`src/fault_react_pkg.sv`:
```
package fault_react_pkg;
   // ---------------------------------------------
   // Timing
   // ---------------------------------------------
   localparam int CLK_KHZ      = 200000;
   localparam int TONE_KHZ     = 50;
   localparam int TONE_MIN_KHZ = 48;
   localparam int TONE_MAX_KHZ = 52;
   localparam int HALF_CYC     = CLK_KHZ / (2 * TONE_KHZ);
   localparam int HALF_MIN_CYC = (CLK_KHZ + 2 * TONE_MAX_KHZ - 1) / (2 * TONE_MAX_KHZ);
   localparam int HALF_MAX_CYC = CLK_KHZ / (2 * TONE_MIN_KHZ);
   localparam int WD_MAX_MS    = 1000;
   localparam int WD_MAX_CYC   = WD_MAX_MS * CLK_KHZ;
   // ---------------------------------------------
   // Counts and limits
   // ---------------------------------------------
   localparam int TX_PERIODS    = 32;
   localparam int IDLE_DET      = 16;
   localparam int WAKE_DET      = 4;
   localparam int CROSS_TH_MV   = 256;
   localparam int THERM_SHORT   = 64;
   localparam int THERM_OPEN    = 1023;
   // ---------------------------------------------
   // Register map
   // ---------------------------------------------
   localparam logic [7:0] CTRL_OFS   = 8'h00;
   localparam logic [7:0] FAULT_OFS  = 8'h04;
   localparam logic [7:0] FMASK_OFS  = 8'h08;
   localparam logic [7:0] STATUS_OFS = 8'h0C;
   localparam logic [7:0] ISTAT_OFS  = 8'h10;
   localparam logic [7:0] IMASK_OFS  = 8'h14;
   localparam int CTRL_TONE_BIT  = 0;
   localparam int CTRL_DIR_BIT   = 1;
   localparam int CTRL_LIM_LSB   = 2;
   localparam logic [31:0] CTRL_RST  = 32'h0000_0000;
   localparam logic [7:0]  FMASK_RST = 8'h00;
   localparam logic [2:0]  IMASK_RST = 3'h0;
   localparam int FLT_THERM = 1;
   localparam int FLT_CROSS = 4;
   localparam int FLT_CRC   = 6;
   localparam int FLT_INT   = 7;
   localparam int IRQ_FAULT = 0;
   localparam int IRQ_DET   = 1;
   localparam int IRQ_DONE  = 2;
endpackage

```
`src/fault_react.sv`:
```
// Implementation choices: the register offsets and the AXI4-Lite interface to the registers.
`timescale 1ns/100ps
module fault_react #(
   parameter int WD_CYC = fault_react_pkg::WD_MAX_CYC,
   parameter int HALF = fault_react_pkg::HALF_CYC, parameter int HMIN = fault_react_pkg::HALF_MIN_CYC,
   parameter int HMAX = fault_react_pkg::HALF_MAX_CYC
) (
   // Clock and reset
   input  wire logic        clk,
   input  wire logic        reset,
   // AXI4-Lite slave
   input  wire logic [7:0]  s_axi_awaddr,
   input  wire logic        s_axi_awvalid,
   output logic             s_axi_awready,
   input  wire logic [31:0] s_axi_wdata,
   input  wire logic [3:0]  s_axi_wstrb,
   input  wire logic        s_axi_wvalid,
   output logic             s_axi_wready,
   output logic [1:0]       s_axi_bresp,
   output logic             s_axi_bvalid,
   input  wire logic        s_axi_bready,
   input  wire logic [7:0]  s_axi_araddr,
   input  wire logic        s_axi_arvalid,
   output logic             s_axi_arready,
   output logic [31:0]      s_axi_rdata,
   output logic [1:0]       s_axi_rresp,
   output logic             s_axi_rvalid,
   input  wire logic        s_axi_rready,
   // Round-robin diagnostics
   input  wire logic        rr_check,
   input  wire logic [3:0]  rr_fault,
   input  wire logic [15:0] cell_sum_mv,
   input  wire logic [15:0] block_mv,
   input  wire logic [9:0]  therm_result,
   input  wire logic [1:0]  therm_source,
   input  wire logic        crc_fault,
   input  wire logic        internal_error,
   // Power state
   input  wire logic        sleep_mode,
   input  wire logic        rr_sleep,
   output logic             wake_req,
   output logic             stay_awake,
   // Tone links and fault pin
   input  wire logic        rx_low_pin,
   input  wire logic        rx_high_pin,
   output logic             tx_low,
   output logic             tx_high,
   output logic             fault_pin,
   output logic             irq
);
   // ---------------------------------------------
   // Helpers
   // ---------------------------------------------
   function automatic logic [31:0] merge(input logic [31:0] old, input logic [31:0] nw, input logic [3:0] be);
      for (int i = 0; i < 4; i++) begin
         if (be[i]) begin
            old[8*i +: 8] = nw[8*i +: 8];
         end
      end
      return old;
   endfunction

   logic [31:0] ctrl_reg;
   logic [7:0]  fault_reg;
   logic [7:0]  fmask_reg;
   logic [2:0]  istat_reg;
   logic [2:0]  imask_reg;
   logic [3:0]  cnt_reg [6];
   logic [31:0] wd_reg;
   logic        sleep_d_reg;
   logic        rxl_s1_reg, rxl_s2_reg, rxh_s1_reg, rxh_s2_reg;
   logic        en_low_reg, en_high_reg;
   logic        wr_go, wr_ok, rd_ok;
   logic [31:0] wmerged;
   logic [7:0]  fault_w1c, set_vec, new_set;
   logic [5:0]  hit;
   logic [16:0] diff;
   logic        therm_bad, cross_bad, sleep_rise;
   logic        det_low, det_high, tone_lvl, tone_busy, tone_done;
   logic        go_low, go_high, tone_start;
   logic [4:0]  need;

   // ---------------------------------------------
   // Bus slave
   // ---------------------------------------------
   assign wr_go   = s_axi_awvalid && s_axi_wvalid && !s_axi_bvalid && !s_axi_awready;
   assign wr_ok   = s_axi_awaddr[1:0] == 2'h0 && (s_axi_awaddr == fault_react_pkg::CTRL_OFS
                    || s_axi_awaddr == fault_react_pkg::FAULT_OFS || s_axi_awaddr == fault_react_pkg::FMASK_OFS
                    || s_axi_awaddr == fault_react_pkg::ISTAT_OFS || s_axi_awaddr == fault_react_pkg::IMASK_OFS);
   assign wmerged = merge(32'h0000_0000, s_axi_wdata, s_axi_wstrb);
   assign fault_w1c = (wr_go && s_axi_awaddr == fault_react_pkg::FAULT_OFS) ? wmerged[7:0] : 8'h00;

   always_ff @(posedge clk) begin
      if (reset) begin
         s_axi_awready <= 1'b0;
         s_axi_wready  <= 1'b0;
         s_axi_bvalid  <= 1'b0;
         s_axi_bresp   <= 2'h0;
      end else begin
         s_axi_awready <= wr_go;
         s_axi_wready  <= wr_go;
         if (wr_go) begin
            s_axi_bvalid <= 1'b1;
            s_axi_bresp  <= wr_ok ? 2'h0 : 2'h2;
         end else if (s_axi_bready) begin
            s_axi_bvalid <= 1'b0;
         end
      end
   end

   always_ff @(posedge clk) begin
      if (reset) begin
         ctrl_reg  <= fault_react_pkg::CTRL_RST;
         fmask_reg <= fault_react_pkg::FMASK_RST;
         imask_reg <= fault_react_pkg::IMASK_RST;
      end else if (wr_go) begin
         if (s_axi_awaddr == fault_react_pkg::CTRL_OFS) begin
            ctrl_reg <= merge(ctrl_reg, s_axi_wdata, s_axi_wstrb);
         end
         if (s_axi_awaddr == fault_react_pkg::FMASK_OFS) begin
            fmask_reg <= 8'(merge({24'h0, fmask_reg}, s_axi_wdata, s_axi_wstrb));
         end
         if (s_axi_awaddr == fault_react_pkg::IMASK_OFS) begin
            imask_reg <= 3'(merge({29'h0, imask_reg}, s_axi_wdata, s_axi_wstrb));
         end
      end
   end

   assign rd_ok = s_axi_araddr[1:0] == 2'h0 && s_axi_araddr <= fault_react_pkg::IMASK_OFS;

   always_ff @(posedge clk) begin
      if (reset) begin
         s_axi_arready <= 1'b0;
         s_axi_rvalid  <= 1'b0;
         s_axi_rdata   <= 32'h0000_0000;
         s_axi_rresp   <= 2'h0;
      end else begin
         s_axi_arready <= s_axi_arvalid && !s_axi_rvalid && !s_axi_arready;
         if (s_axi_arvalid && !s_axi_rvalid && !s_axi_arready) begin
            s_axi_rvalid <= 1'b1;
            s_axi_rresp  <= rd_ok ? 2'h0 : 2'h2;
            unique case (s_axi_araddr)
               fault_react_pkg::CTRL_OFS:   s_axi_rdata <= ctrl_reg;
               fault_react_pkg::FAULT_OFS:  s_axi_rdata <= {24'h0, fault_reg};
               fault_react_pkg::FMASK_OFS:  s_axi_rdata <= {24'h0, fmask_reg};
               fault_react_pkg::STATUS_OFS: s_axi_rdata <= {28'h0, stay_awake, wake_req, tone_busy, fault_pin};
               fault_react_pkg::ISTAT_OFS:  s_axi_rdata <= {29'h0, istat_reg};
               fault_react_pkg::IMASK_OFS:  s_axi_rdata <= {29'h0, imask_reg};
               default:                     s_axi_rdata <= 32'h0000_0000;
            endcase
         end else if (s_axi_rready) begin
            s_axi_rvalid <= 1'b0;
         end
      end
   end

   // ---------------------------------------------
   // Fault gathering
   // ---------------------------------------------
   assign diff      = {1'b0, cell_sum_mv} - {1'b0, block_mv};
   assign cross_bad = diff[16] ? (17'(-diff) > 17'(fault_react_pkg::CROSS_TH_MV))
                               : (diff > 17'(fault_react_pkg::CROSS_TH_MV));
   assign therm_bad = (therm_source == 2'h0 && therm_result <= 10'(fault_react_pkg::THERM_SHORT))
                   || (therm_source == 2'h3 && therm_result >= 10'(fault_react_pkg::THERM_OPEN));
   assign hit = {rr_fault[3], cross_bad, rr_fault[2:1], therm_bad, rr_fault[0]};

   always_comb begin
      set_vec = 8'h00;
      for (int i = 0; i < 6; i++) begin
         set_vec[i] = rr_check && hit[i] && cnt_reg[i] >= {1'b0, ctrl_reg[fault_react_pkg::CTRL_LIM_LSB +: 3]};
      end
      set_vec[fault_react_pkg::FLT_CRC] = crc_fault;
      set_vec[fault_react_pkg::FLT_INT] = internal_error;
   end

   assign new_set = set_vec & ~fault_reg & ~fmask_reg;

   always_ff @(posedge clk) begin
      if (reset) begin
         for (int i = 0; i < 6; i++) begin
            cnt_reg[i] <= 4'h0;
         end
         fault_reg <= 8'h00;
      end else begin
         for (int i = 0; i < 6; i++) begin
            if (rr_check && hit[i] && cnt_reg[i] != 4'hF) begin
               cnt_reg[i] <= cnt_reg[i] + 4'h1;
            end else if (fault_w1c[i]) begin
               cnt_reg[i] <= 4'h0;
            end
         end
         fault_reg <= (fault_reg & ~fault_w1c) | set_vec;
      end
   end

   // ---------------------------------------------
   // Fault pin and awake hold
   // ---------------------------------------------
   assign sleep_rise = sleep_mode && !sleep_d_reg;

   always_ff @(posedge clk) begin
      if (reset) begin
         sleep_d_reg <= 1'b0;
         fault_pin   <= 1'b0;
      end else begin
         sleep_d_reg <= sleep_mode;
         if (sleep_rise) begin
            fault_pin <= 1'b0;
         end else if (|new_set && !ctrl_reg[fault_react_pkg::CTRL_TONE_BIT]) begin
            fault_pin <= 1'b1;
         end else if ((fault_reg & ~fault_w1c & ~fmask_reg) == 8'h00) begin
            fault_pin <= 1'b0;
         end
      end
   end

   always_ff @(posedge clk) begin
      if (reset) begin
         wd_reg     <= 32'h0000_0000;
         stay_awake <= 1'b0;
      end else begin
         if (rr_sleep && |new_set && !ctrl_reg[fault_react_pkg::CTRL_TONE_BIT]) begin
            wd_reg     <= 32'(WD_CYC);
            stay_awake <= 1'b1;
         end else if (wd_reg != 32'h0000_0000) begin
            wd_reg     <= wd_reg - 32'h0000_0001;
            stay_awake <= wd_reg != 32'h0000_0001;
         end
      end
   end

   // ---------------------------------------------
   // Tone links
   // ---------------------------------------------
   always_ff @(posedge clk) begin
      if (reset) begin
         rxl_s1_reg <= 1'b0;
         rxl_s2_reg <= 1'b0;
         rxh_s1_reg <= 1'b0;
         rxh_s2_reg <= 1'b0;
      end else begin
         rxl_s1_reg <= rx_low_pin;
         rxl_s2_reg <= rxl_s1_reg;
         rxh_s1_reg <= rx_high_pin;
         rxh_s2_reg <= rxh_s1_reg;
      end
   end

   assign need = wake_req ? 5'(fault_react_pkg::WAKE_DET) : 5'(fault_react_pkg::IDLE_DET);

   tone_det #(.HMIN(HMIN), .HMAX(HMAX)) det_low_i (
      .clk     (clk),
      .reset   (reset),
      .rx      (rxl_s2_reg),
      .need    (need),
      .det_reg (det_low)
   );

   tone_det #(.HMIN(HMIN), .HMAX(HMAX)) det_high_i (
      .clk     (clk),
      .reset   (reset),
      .rx      (rxh_s2_reg),
      .need    (need),
      .det_reg (det_high)
   );

   // Own fault goes both ways; forwarded tone to opposite side
   assign go_low  = (|new_set && ctrl_reg[fault_react_pkg::CTRL_TONE_BIT])
                 || (det_high && (sleep_mode || !ctrl_reg[fault_react_pkg::CTRL_DIR_BIT]));
   assign go_high = (|new_set && ctrl_reg[fault_react_pkg::CTRL_TONE_BIT])
                 || (det_low && (sleep_mode || ctrl_reg[fault_react_pkg::CTRL_DIR_BIT]));
   assign tone_start = (go_low || go_high) && !tone_busy;

   tone_tx #(.HALF(HALF)) tx_i (
      .clk       (clk),
      .reset     (reset),
      .start     (tone_start),
      .level_reg (tone_lvl),
      .busy_reg  (tone_busy),
      .done_reg  (tone_done)
   );

   always_ff @(posedge clk) begin
      if (reset) begin
         en_low_reg  <= 1'b0;
         en_high_reg <= 1'b0;
         tx_low      <= 1'b0;
         tx_high     <= 1'b0;
         wake_req    <= 1'b0;
      end else begin
         if (tone_start) begin
            en_low_reg  <= go_low;
            en_high_reg <= go_high;
         end
         tx_low  <= tone_lvl && en_low_reg;
         tx_high <= tone_lvl && en_high_reg;
         if (sleep_mode && (det_low || det_high)) begin
            wake_req <= 1'b1;
         end else if (tone_done) begin
            wake_req <= 1'b0;
         end
      end
   end

   // ---------------------------------------------
   // Interrupts
   // ---------------------------------------------
   always_ff @(posedge clk) begin
      if (reset) begin
         istat_reg <= 3'h0;
         irq       <= 1'b0;
      end else begin
         istat_reg <= (istat_reg & ~((wr_go && s_axi_awaddr == fault_react_pkg::ISTAT_OFS) ? wmerged[2:0] : 3'h0))
                    | {tone_done, det_low || det_high, |new_set};
         irq       <= |(istat_reg & imask_reg);
      end
   end
endmodule

```
`src/tone_det.sv`:
```
`timescale 1ns/100ps
module tone_det #(
   parameter int HMIN = fault_react_pkg::HALF_MIN_CYC,
   parameter int HMAX = fault_react_pkg::HALF_MAX_CYC
) (
   // Clock and reset
   input  wire logic       clk,
   input  wire logic       reset,
   // Line and threshold
   input  wire logic       rx,
   input  wire logic [4:0] need,
   output logic            det_reg
);
   logic        rx_d_reg;
   logic [11:0] gap_reg;
   logic [5:0]  good_reg;
   logic        edge_seen;
   logic        gap_ok;

   assign edge_seen = rx ^ rx_d_reg;
   assign gap_ok    = gap_reg >= 12'(HMIN - 1) && gap_reg <= 12'(HMAX - 1);

   always_ff @(posedge clk) begin
      if (reset) begin
         rx_d_reg <= 1'b0;
         gap_reg  <= 12'h000;
         good_reg <= 6'h00;
         det_reg  <= 1'b0;
      end else begin
         rx_d_reg <= rx;
         det_reg  <= 1'b0;
         if (edge_seen) begin
            gap_reg <= 12'h000;
            if (!gap_ok) begin
               good_reg <= 6'h00;
            end else if (good_reg + 6'h01 >= {need, 1'b0}) begin
               good_reg <= 6'h00;
               det_reg  <= 1'b1;
            end else begin
               good_reg <= good_reg + 6'h01;
            end
         end else if (gap_reg != 12'hFFF) begin
            gap_reg <= gap_reg + 12'h001;
         end
         if (!edge_seen && gap_reg > 12'(HMAX)) begin
            good_reg <= 6'h00;
         end
      end
   end
endmodule

```
`src/tone_tx.sv`:
```
`timescale 1ns/100ps
module tone_tx #(
   parameter int HALF    = fault_react_pkg::HALF_CYC,
   parameter int PERIODS = fault_react_pkg::TX_PERIODS
) (
   // Clock and reset
   input  wire logic clk,
   input  wire logic reset,
   // Control
   input  wire logic start,
   output logic      level_reg,
   output logic      busy_reg,
   output logic      done_reg
);
   logic [11:0] half_reg;
   logic [7:0]  edge_reg;
   logic [31:0] run_cnt_reg;
   logic [31:0] per_cnt_reg;
   logic        lvl_d_reg;

   always_ff @(posedge clk) begin
      if (reset) begin
         half_reg  <= 12'h000;
         edge_reg  <= 8'h00;
         level_reg <= 1'b0;
         busy_reg  <= 1'b0;
         done_reg  <= 1'b0;
      end else begin
         done_reg <= 1'b0;
         if (!busy_reg) begin
            if (start) begin
               busy_reg  <= 1'b1;
               level_reg <= 1'b1;
               half_reg  <= 12'h000;
               edge_reg  <= 8'h00;
            end
         end else if (half_reg == 12'(HALF - 1)) begin
            half_reg <= 12'h000;
            if (edge_reg == 8'(2 * PERIODS - 1)) begin
               busy_reg  <= 1'b0;
               level_reg <= 1'b0;
               done_reg  <= 1'b1;
            end else begin
               level_reg <= ~level_reg;
               edge_reg  <= edge_reg + 8'h01;
            end
         end else begin
            half_reg <= half_reg + 12'h001;
         end
      end
   end

   // Burst length and period counters for checks
   always_ff @(posedge clk) begin
      if (reset) begin
         run_cnt_reg <= 32'h0000_0000;
         per_cnt_reg <= 32'h0000_0000;
         lvl_d_reg   <= 1'b0;
      end else begin
         run_cnt_reg <= busy_reg ? run_cnt_reg + 32'h0000_0001 : 32'h0000_0000;
         per_cnt_reg <= (level_reg && !lvl_d_reg) ? 32'h0000_0001 : per_cnt_reg + 32'h0000_0001;
         lvl_d_reg   <= level_reg;
      end
   end
endmodule

```
`config.mk`:
```
export PLATFORM = sky130hd
export DESIGN_NAME = fault_react
export DESIGN_NICKNAME = d
export VERILOG_FILES = /design/src/fault_react_pkg.sv /design/src/fault_react.sv /design/src/tone_det.sv /design/src/tone_tx.sv
export SDC_FILE = /design/constraint.sdc
export NUM_CORES = 1
export LEC_CHECK = 0
export ABC_AREA = 1
export BUFFER_PORTS_ARGS = -buffer_cell sky130_fd_sc_hd__buf_2
export CORE_MARGIN = 2
export CORE_UTILIZATION = 59
export CTS_CLUSTER_DIAMETER = 120
export DETAILED_ROUTE_END_ITERATION = 10
export PLACE_DENSITY = 0.91
export SLEW_MARGIN = 20
export SYNTH_ARGS = -nofsm -noshare
export SYNTH_HDL_FRONTEND = slang
export SYNTH_SLANG_ARGS = --single-unit
```
`constraint.sdc`:
```
create_clock -name clk -period 4.1 [get_ports clk]
set_clock_uncertainty 0.15 [all_clocks]
set_input_delay 0.82 -clock clk [delete_from_list [all_inputs] [get_ports clk]]
set_output_delay 0.82 -clock clk [all_outputs]
set_load 0.02 [all_outputs]
```
==> run metrics, run 1 <==
full die area 21890 um^2; crit path capture type flip-flop; via count around 12000; Antenna Nets Post-Route 0; Mapped Cells ~1700; drt pass-1 iters 6; H-Tree Level Count 1; GR Util All Layers between 20% and 30%; total grt overflow 0; fraction of registers with async set/reset 0%; sequential share of the synthesized area between 30% and 40%; Clock power frac between 40% and 50%; Clock Sinks between 200 and 250; final period utilization 84.35%; CTS Root Cell clkbuf_16; row cnt between 50 and 60; vias per cell 5.630; Placer Congestion between 0.9 and 1; core area slightly above 20000 um^2; Fmax 289.2 MHz; worst hold path stage count 2; Iteration-0 DRC Markers 900; Final min period roughly 3500 ps; Lkg Pwr around 6.5 nW; Resize count post-CTS 0; final setup violation count 0; Net Switching 1.485 mW; CTS tree yes; vias in the first global route around 12000; wire per inst between 10 and 15 um; P_int between 3 and 4 mW; Die Wd 147.9 um; WP data required 4330 ps; # nets final just over 2000; Top FF cell, synth dfxtp_1; P per Cell Area 385.1 nW/um^2; Peak VDD IR a little over 0.3 mV; first-pass GRT wire length between 50000 and 60000 um; Switching Fraction 27.36%; WP data arrival 3690 ps; crit path kind input port to flip-flop; PnR Total Power between 5 and 6 mW; Worst-path clk slew approximately 60 ps; area grow syn2layout 15.27%; cts hold-fix bufs 0; Hold Path Class flip-flop to flip-flop; CTS max path bufs 3; Post-synth EDFFs 24; startpoint types input port; RSZ-0062 raised after global routing no; DP Wirelength 22040 um; slowest CP cell fa_1; setup repair bufs after CTS 0; Max-slew headroom between 30% and 40%; CTS Buf Count 25; count of cell types in the netlist 55; Syn Area/Cell between 7 and 8 um^2; # Max-Cap Violations 0; yosys synthesis warning count 0; most used cell, CP nand2_1; Slew Limit Fails 0; worst-skew pair later-pin latency 520 ps; number of top-level pins roughly 160; power share of the sequential group between 40 and 50%; outcome completed; Fin. Hold Viols 0; critical path peak fanout 11; Initial Util approximately three fifths; DRC Markers 0; CP max stage delay about 400 ps; DRT Wirelength between 30000 and 40000 um; antenna violations before repair 2; mapped cell area about 12000 um^2; setup TNS 0 ps; die extent in y roughly 150 um; #FFs+latches synth around 220; layout cells sized above 1 14.23%; largest net degree at the start of global routing 60; Register-to-Register Path Depth 15; worst-margin pin slew between 900 and 1000 ps; IO Port Bufs roughly 160; Comb pwr share around 14%
==> cell type report <==
type	count	area, um^2
diodes	3	7.507
clock buffers	32	713.2
clock inverters	11	112.6
fillers	1598	6208
inverters	266	998.5
multi-input cells	1181	6321
flip-flops and latches	224	4725
well taps	270	337.8
repair buffers	169	875.8
==> layer usage <==
metal  global-route usage, %  vias to the layer above  wire length [um]
met4                   8.048                        2               665
met5                       0                        -                11
met3                   5.586                       73              2838
met1                   34.29                     5582             12460
met2                   49.51                      552             15110
li1                        -                     5930                 -
==> power by group through the flow <==
stage	Sequential (mW)	Combinational (mW)	Clock [mW]
after global routing	2.40	0.885	2.35
after global placement	2.43	0.744	0
after floorplan	2.45	0.530	0
after detailed placement	2.43	0.771	0
final	2.39	0.789	2.25
after CTS	2.39	0.780	2.25
==> placed cells by master, fill, tap and decap left out, drive strengths merged, types with 31 or more instances in the layout <==
cell,count
inv,267
a21oi,144
xor2,31
nor3,46
ha,56
nor2,238
dfxtp,200
clkbuf,32
o21ai,83
nand2,317
nand3,103
buf,169
a211oi,39
==> synth_stat cells (5+ instances only) <==
cell | instances | area [um^2]
nand2_1 | 302 | 1134
nor3_1 | 42 | 210.2
nand3_1 | 100 | 500.5
nand3b_1 | 6 | 45.04
o22ai_1 | 8 | 50.05
o41ai_1 | 5 | 43.79
nand4_1 | 26 | 162.7
or2_2 | 6 | 37.54
nor2_2 | 5 | 31.28
a31oi_1 | 5 | 31.28
inv_1 | 260 | 975.9
nor4_1 | 11 | 68.82
xor2_1 | 31 | 271.5
o21ai_0 | 83 | 415.4
dfxtp_1 | 200 | 4004
edfxtp_1 | 24 | 720.7
nand2_2 | 13 | 81.33
a211oi_1 | 39 | 292.8
clkbuf_1 | 26 | 97.59
a21oi_1 | 134 | 670.6
xnor2_1 | 18 | 157.7
nor2_1 | 230 | 863.3
ha_1 | 56 | 700.7
a21oi_2 | 10 | 87.58
buf_4 | 5 | 37.54
==> kinds of logic after synthesis <==
family / count (synthesis) / share of synthesized area (%)
and+or+nand+nor: 769 / 27.75
buffers and inverters: 307 / 9.785
AOI/OAI and AO/OA: 304 / 14.38
DFF: 224 / 38.65
adders and majority gates: 57 / 5.896
xor gates and xnor gates: 49 / 3.511
other: 1 / 0.03068
==> final timing paths <==
kind	start	slack [ps]	to
setup reg to reg	ctrl_reg[2]$_SDFFE_PP0P_	690	tx_i.half_reg[11]$_SDFFE_PP0P_
hold reg to reg	rxh_s1_reg$_SDFF_PP0_	270	rxh_s2_reg$_SDFF_PP0_
setup / recovery	cell_sum_mv[0]	640	tx_i.half_reg[11]$_SDFFE_PP0P_
hold / removal	rxh_s1_reg$_SDFF_PP0_	270	rxh_s2_reg$_SDFF_PP0_
==> metrics by stage <==
stage / util, % / worst slack [ps] / area [um^2] / hold slack, ps / instances
2_1_floorplan: - / 689.3 / 12230 / 238.3 / 1712
4_1_cts: 69.34 / 719.3 / 14070 / 273.7 / 2153
6_report: 69.42 / 641.8 / 14090 / 268.5 / 2156
3_3_place_gp: 65.27 / 342.4 / 13250 / 249.2 / 2110
3_5_place_dp: 65.27 / 194.8 / 13250 / 265.8 / 2110
5_1_grt: 69.38 / 405.4 / 14080 / 292.9 / 2153
==> critical path, delay by kind of cell <==
| kind | cells | cell delay (ps) |
|---|---|---|
| compound gates | 1 | 160 |
| fa+ha+maj | 2 | 610 |
| buf+inv | 4 | 430 |
| simple gates | 18 | 1680 |
No activity file was read; power rests on OpenSTA's default activity.
==> run 2, diff against run 1 <==
--- a/config.mk
+++ b/config.mk
@@ -5,13 +5,13 @@
 export SDC_FILE = /design/constraint.sdc
 export NUM_CORES = 1
 export LEC_CHECK = 0
-export ABC_AREA = 1
+export ABC_AREA = 0
 export BUFFER_PORTS_ARGS = -buffer_cell sky130_fd_sc_hd__buf_2
 export CORE_MARGIN = 2
-export CORE_UTILIZATION = 59
+export CORE_UTILIZATION = 52
 export CTS_CLUSTER_DIAMETER = 120
 export DETAILED_ROUTE_END_ITERATION = 10
-export PLACE_DENSITY = 0.91
+export PLACE_DENSITY = 0.86
 export SLEW_MARGIN = 20
 export SYNTH_ARGS = -nofsm -noshare
 export SYNTH_HDL_FRONTEND = slang
==> constraint.sdc (replaced) <==
create_clock -name clk -period 2.8 [get_ports clk]
set_clock_uncertainty 0.15 [all_clocks]
set_input_delay 0.56 -clock clk [delete_from_list [all_inputs] [get_ports clk]]
set_output_delay 0.56 -clock clk [all_outputs]
set_load 0.02 [all_outputs]
==> run 2 against run 1 <==
Net effect: the run now ends with negative setup slack left; global-route usage fell by 2.9 points; register-to-register slack got worse by 980 ps; flip-flop and latch count did not move; synthesized area fell by 4.9%; critical path type unchanged; largest power group is now the clock network; total power rose by 52%; synthesized cell count fell by 22%; core utilization fell by 1.1 points; combinational power rose by 62%.
==> run metrics, run 2 <==
final setup margin -379.0 ps; DRT Wirelength approximately 31000 um; startpoint types input port; DRC Markers 0; Min Hold Slack about 100 ps; Syn Area/Cell ~8.7 um^2; IO Port Bufs 158; RSZ-0062 raised after global routing yes; most frequent cells in the layout dfxtp_1, nor2_1, buf_2; worst-skew pair later-pin latency approximately 520 ps; GR Util All Layers between 20% and 30%; count of cell types in the netlist 88; Fin. Hold Viols 0; most numerous cell in the Yosys netlist dfxtp_1; full die area between 20000 and 25000 um^2; CP max stage delay ~460 ps; row cnt 54; fraction of registers with async set/reset 0%; CTS Root Cell clkbuf_16; DP Wirelength approximately 21000 um; vias per cell 5.808; setup TNS -19080 ps; WP data arrival around 3500 ps; GR peak layer met2; CTS Buf Count 24; cts hold-fix bufs 0; Worst-path clk slew around 60 ps; Lkg Pwr slightly above 6 nW; wire per inst between 15 and 20 um; placed cell count 1835; number of top-level pins roughly 160; #FFs+latches synth between 200 and 250; antenna violations before repair 0; vias in the first global route ~11000; Post-synth top cells dfxtp_1, nor2_1, nand2_1, a21oi_1, ha_1; crit-path cells buf_2 -> ha_1 -> a21oi_1 -> o21ai_0 -> nor3_2 -> nor4b_4 -> and4bb_1 -> a22o_4 -> o41ai_4 -> buf_4 -> buf_4 -> a21oi_2 -> nor2_2; Iteration-0 DRC Markers roughly 830; Mapped Cells ~1300; Final min period ~3200 ps; GR Util met1 29.78%; crit path kind input port to flip-flop; Post-synth EDFFs 24; outcome complete, but fails checks; first-pass GRT wire length 50270 um; met3 usage under 10%; FILL cells between 1500 and 2000; Die Wd around 150 um; final period utilization 113.5%; yosys synthesis warning count 0; Peak VDD IR about 0.38 mV; CTS tree yes; Slew Limit Fails 0; ranking of synthesized cells by area dfxtp_1, edfxtp_1, ha_1; P per Cell Area 550.2 nW/um^2; Max-slew headroom a little over half; via count about 11000; most used cell, CP buf_4; final setup violation count 67; core area 21890 um^2; # Max-Cap Violations 0; layout cells sized above 1 between 20% and 30%; diode count 0; Fmax between 300 and 400 MHz; fin cells roughly 1900; CTS max path bufs 3; crit path capture type flip-flop; drt pass-1 iters 5; worst-margin pin slew approximately 700 ps; final core utilization approximately two thirds; die extent in y ~150 um; # nets final 1764; slowest CP cell o41ai_4; Clock Sinks between 200 and 250; total grt overflow 0; Placer Congestion between 0.8 and 0.9; WP data required 3100 ps; largest net degree at the start of global routing 64; Top FF cell, synth dfxtp_1; failing checks negative setup slack; Worst R2R Setup Slack -290 ps; H-Tree Level Count 1; mapped cell area roughly 12000 um^2; most common cell after layout, fill and taps aside dfxtp_1; Antenna Nets Post-Route 0; Initial Util ~53%; top cell type's share of synthesized area approximately a third; sequential share of the synthesized area just over 40%; critical path peak fanout 4; area leader, netlist dfxtp_1; area grow syn2layout 28.65%; GR Util met2 46.03%; Hold Path Class input port to flip-flop
## run 2: cell types whose count changed after synthesis, moves of 40 or more
| cell | change |
|---|---|
| inv_1 | -213 |
| nand2_1 | -152 |
| nor2_1 | -55 |
| nand3_1 | -54 |
| a21oi_1 | -52 |
| o21ai_0 | -46 |
| a22oi_1 | +40 |
## run 2: cells by family after synthesis
logic type | synth area share (%)
adders and majority gates | 6.199
other | 0.03225
AOI/OAI and AO/OA | 16.77
DFF | 40.64
buffers and inverters | 3.659
and+or+nand+nor | 23.93
muxes | 3.272
xor gates and xnor gates | 5.499
## run 2: routing by layer
metal	vias to the layer above	routed length (um)
li1	5281	-
met1	5176	12510
met2	449	15750
met3	77	2105
met4	0	741
met5	-	0
## run 2: area by class of cell
cell class	count	area [um^2]	share of cell area (%)
Multi-Input combinational cell	1013	6938	46.39
Sequential cell	224	4728	31.61
Timing Repair Buffer	283	1853	12.39
Clock buffer	34	690.7	4.618
Tap cell	280	350.3	2.342
Inverter	47	203.9	1.364
Clock inverter	10	192.7	1.288
## run 2: path summary, 6_finish.rpt
| path | from | depth (start not counted) | to |
|---|---|---|---|
| min reg2reg | rxh_s1_reg$_SDFF_PP0_ | 1 | rxh_s2_reg$_SDFF_PP0_ |
| max | cell_sum_mv[12] | 13 | istat_reg[0]$_SDFF_PP0_ |
| min | rx_high_pin | 2 | rxh_s1_reg$_SDFF_PP0_ |
| max reg2reg | cnt_reg[2][0]$_SDFFCE_PP0P_ | 14 | tx_i.edge_reg[0]$_SDFFE_PP0P_ |
## run 2: where the power goes
part	total (mW)	internal, mW	switching, mW
Clock	3.50	2.19	1.31
Sequential	3.45	3.35	0.105
Combinational	1.28	0.601	0.676
Total	8.23	6.14	2.09
## run 2: worst max-delay path: cells and delay by family
kind                       cells  cell delay [ps]
adders and majority gates      1              350
AOI/OAI and AO/OA              5             1370
and+or+nand+nor                4              760
buffers and inverters          3              440
## run 2: repair_timing
| item | CTS | global route |
|---|---|---|
| gates resized for setup | 53 | 27 |
| endpoints found under the setup margin | 67 | 69 |
| pin swaps | 14 | 17 |
| setup buffers | 9 | 3 |
| cloned | 1 | 0 |
## run 2: per-stage QoR
step | power (mW) | cell area, um^2 | setup WS, ps
global route | 8.512 | 14960 | -476.1
detailed placement | 4.699 | 13650 | -1053
finish | 8.230 | 14960 | -379.0
floorplan | 4.264 | 11890 | -647.1
CTS | 8.217 | 14830 | -268.7
global placement | 4.652 | 13650 | -950.0
==> run 3, diff against run 2 <==
--- a/config.mk
+++ b/config.mk
@@ -8,10 +8,11 @@
 export ABC_AREA = 0
 export BUFFER_PORTS_ARGS = -buffer_cell sky130_fd_sc_hd__buf_2
 export CORE_MARGIN = 2
-export CORE_UTILIZATION = 52
+export CORE_UTILIZATION = 50
 export CTS_CLUSTER_DIAMETER = 120
+export CTS_CLUSTER_SIZE = 24
 export DETAILED_ROUTE_END_ITERATION = 10
-export PLACE_DENSITY = 0.86
+export PLACE_DENSITY = 0.84
 export SLEW_MARGIN = 20
 export SYNTH_ARGS = -nofsm -noshare
 export SYNTH_HDL_FRONTEND = slang
==> run 3 against run 2 <==
Net effect: first-iteration DRC count rose by 8.5%; critical path type unchanged; largest power group is now sequential cells; die area rose by 3.9%; global-route usage fell by 2.1 points; the run still ends with negative setup slack left.
==> run metrics, run 3 (synthesis results as in run 2) <==
outcome complete, but fails checks; failing checks negative setup slack; Hold Path Class input port to flip-flop; drt pass-1 iters 7; final setup margin -375.8 ps; crit-path cells buf_2 -> ha_1 -> a21o_1 -> or3_1 -> nor3_1 -> nor4b_4 -> and4bb_1 -> a22o_2 -> o41ai_4 -> a31o_2 -> buf_12 -> nor2_1; Clock power frac a little under 30%; Switching Fraction between 20% and 30%; antenna violations before repair 2; Placer Congestion approximately 0.86; # nets final roughly 1800; Comb pwr share a little under a fifth; FILL cells between 1500 and 2000; Clock Sinks between 200 and 250; CTS tree yes; worst-skew pair later-pin latency around 490 ps; Peak VDD IR 0.2935 mV; WP depth 12; P_int between 4 and 5 mW; Initial Util 51.20%; number of top-level pins about 160; GR Util All Layers between 20% and 30%; first-pass GRT wire length around 47000 um; most common cell after layout, fill and taps aside dfxtp_1; layout cells sized above 1 between 20% and 30%; RSZ-0062 raised after global routing yes; CTS max path bufs 3; Fin. Hold Viols 0; final period utilization 113.4%; WP data arrival ~3400 ps; DRT Wirelength 29140 um; vias in the first global route 10310; CTS Root Cell clkbuf_16; Worst-path clk slew 90 ps; Iteration-0 DRC Markers 896; crit path capture type flip-flop; CP Launch Point cell_sum_mv[10]; startpoint types input port; full die area ~24000 um^2; DRC Markers 0; DP Wirelength roughly 21000 um; H-Tree Level Count 1; Slew Limit Fails 0; total grt overflow 0; Lkg Pwr about 6 nW; CP max stage delay 380 ps; critical path peak fanout 20; Max-slew headroom around 58%; via count approximately 11000; Top delay family on crit path compound AO/OA/AOI/OAI gates; power share of the sequential group 51.9%; # Max-Cap Violations 0; wire per inst about 16 um; Fmax ~310 MHz; CTS Buf Count 13; row cnt 55; dpl ws -990.3 ps; die extent in y ~160 um; worst-margin pin slew around 620 ps; Net Switching ~1.8 mW; largest net degree at the start of global routing between 90 and 100; Worst Min Path Start rx_high_pin; slowest CP cell o41ai_4; IO Port Bufs between 150 and 200; final setup violation count 66; critical path buffer and inverter count 2; WP data required ~3000 ps; Die Wd about 160 um; reg2reg start ctrl_reg[2]$_SDFFE_PP0P_; worst hold path stage count 2; PnR Total Power roughly 6.6 mW; area grow syn2layout 23.89%; Register-to-Register Path Depth 15; core area about 23000 um^2; vias per cell between 5 and 6; most frequent cells in the layout dfxtp_1, nor2_1, buf_2; crit path kind input port to flip-flop; P per Cell Area between 400 and 500 nW/um^2; Final min period around 3200 ps; Antenna Nets Post-Route 0
-- run 3: changes by cell type in the layout (fill, tap and decap cells not counted), moves of 3 or more --
cell and delta:
o21ai_1 +3, o21ai_2 -3, buf_6 -3, bufinv_16 -5, clkbuf_8 -3, clkbuf_1 -3
clkbuf_16 -12, clkinv_2 -3
-- run 3: timing repair --
item                       in CTS  in global routing
setup buffers                   5                  5
cloned                          1                  0
setup endpoints to repair      67                 68
hold buffers                    0                  0
gates resized for setup        36                 29
pin swaps                      21                 14
-- run 3: final timing paths --
| check | slack (ps) | endpoint |
|---|---|---|
| min reg2reg | 300 | rxl_s2_reg$_SDFF_PP0_ |
| min | 160 | rxh_s1_reg$_SDFF_PP0_ |
| max | -380 | wd_reg[18]$_SDFFE_PP0P_ |
| max reg2reg | -290 | tx_i.level_reg$_SDFFE_PP0P_ |
-- run 3: worst reg2reg max path, cell delays in order, from the launching register on --
cell and delay, ps:
dfxtp_4 370, buf_4 140, ha_1 280, nand2b_4 140, a21oi_2 110, nor2b_1 50
o311ai_1 270, buf_4 190, o31ai_4 70, a211oi_4 340, o21ai_2 140, a21oi_4 200
buf_4 150, buf_6 90, nor3_4 60, o21a_1 220
-- run 3: final cells by class --
class	count	area (um^2)	area share, %
Antenna cell	2	5.005	0.03475
Tap cell	285	356.6	2.476
Sequential cell	224	4728	32.83
Inverter	47	203.9	1.416
Clock buffer	15	332.8	2.311
Multi-Input combinational cell	1013	6927	48.09
Timing Repair Buffer	281	1822	12.65
Clock inverter	3	28.78	0.1998
-- run 3: power by group through the flow --
stage / combinational [mW] / sequential [mW] / clock (mW)
floorplan: 0.756 / 3.51 / 0
global placement: 1.13 / 3.51 / 0
detailed placement: 1.17 / 3.52 / 0
CTS: 1.21 / 3.44 / 1.98
global route: 1.38 / 3.46 / 2.10
finish: 1.26 / 3.45 / 1.93
-- run 3: through the flow --
| stage | TNS, ps | hold slack, ps | instance area (um^2) | instances | util (%) |
|---|---|---|---|---|---|
| 6_report | -18970 | 155.5 | 14400 | 1870 | 63.43 |
| 5_1_grt | -25570 | 145.4 | 14400 | 1870 | 63.43 |
| 4_1_cts | -15540 | 145.1 | 14220 | 1863 | 62.60 |
| 3_5_place_dp | -58990 | 283.4 | 13670 | 1839 | 60.19 |
| 3_3_place_gp | -54020 | 269.5 | 13670 | 1839 | 60.19 |
| 2_1_floorplan | -32540 | 263.8 | 11890 | 1337 | - |
-- run 3: metal layers --
layer	share of wire, %	vias to the layer above	track usage [%]
li1	-	5243	-
met1	43	5061	28.35
met2	49	369	41.03
met3	6.0	59	2.963
met4	2.7	0	7.034
met5	0	-	0
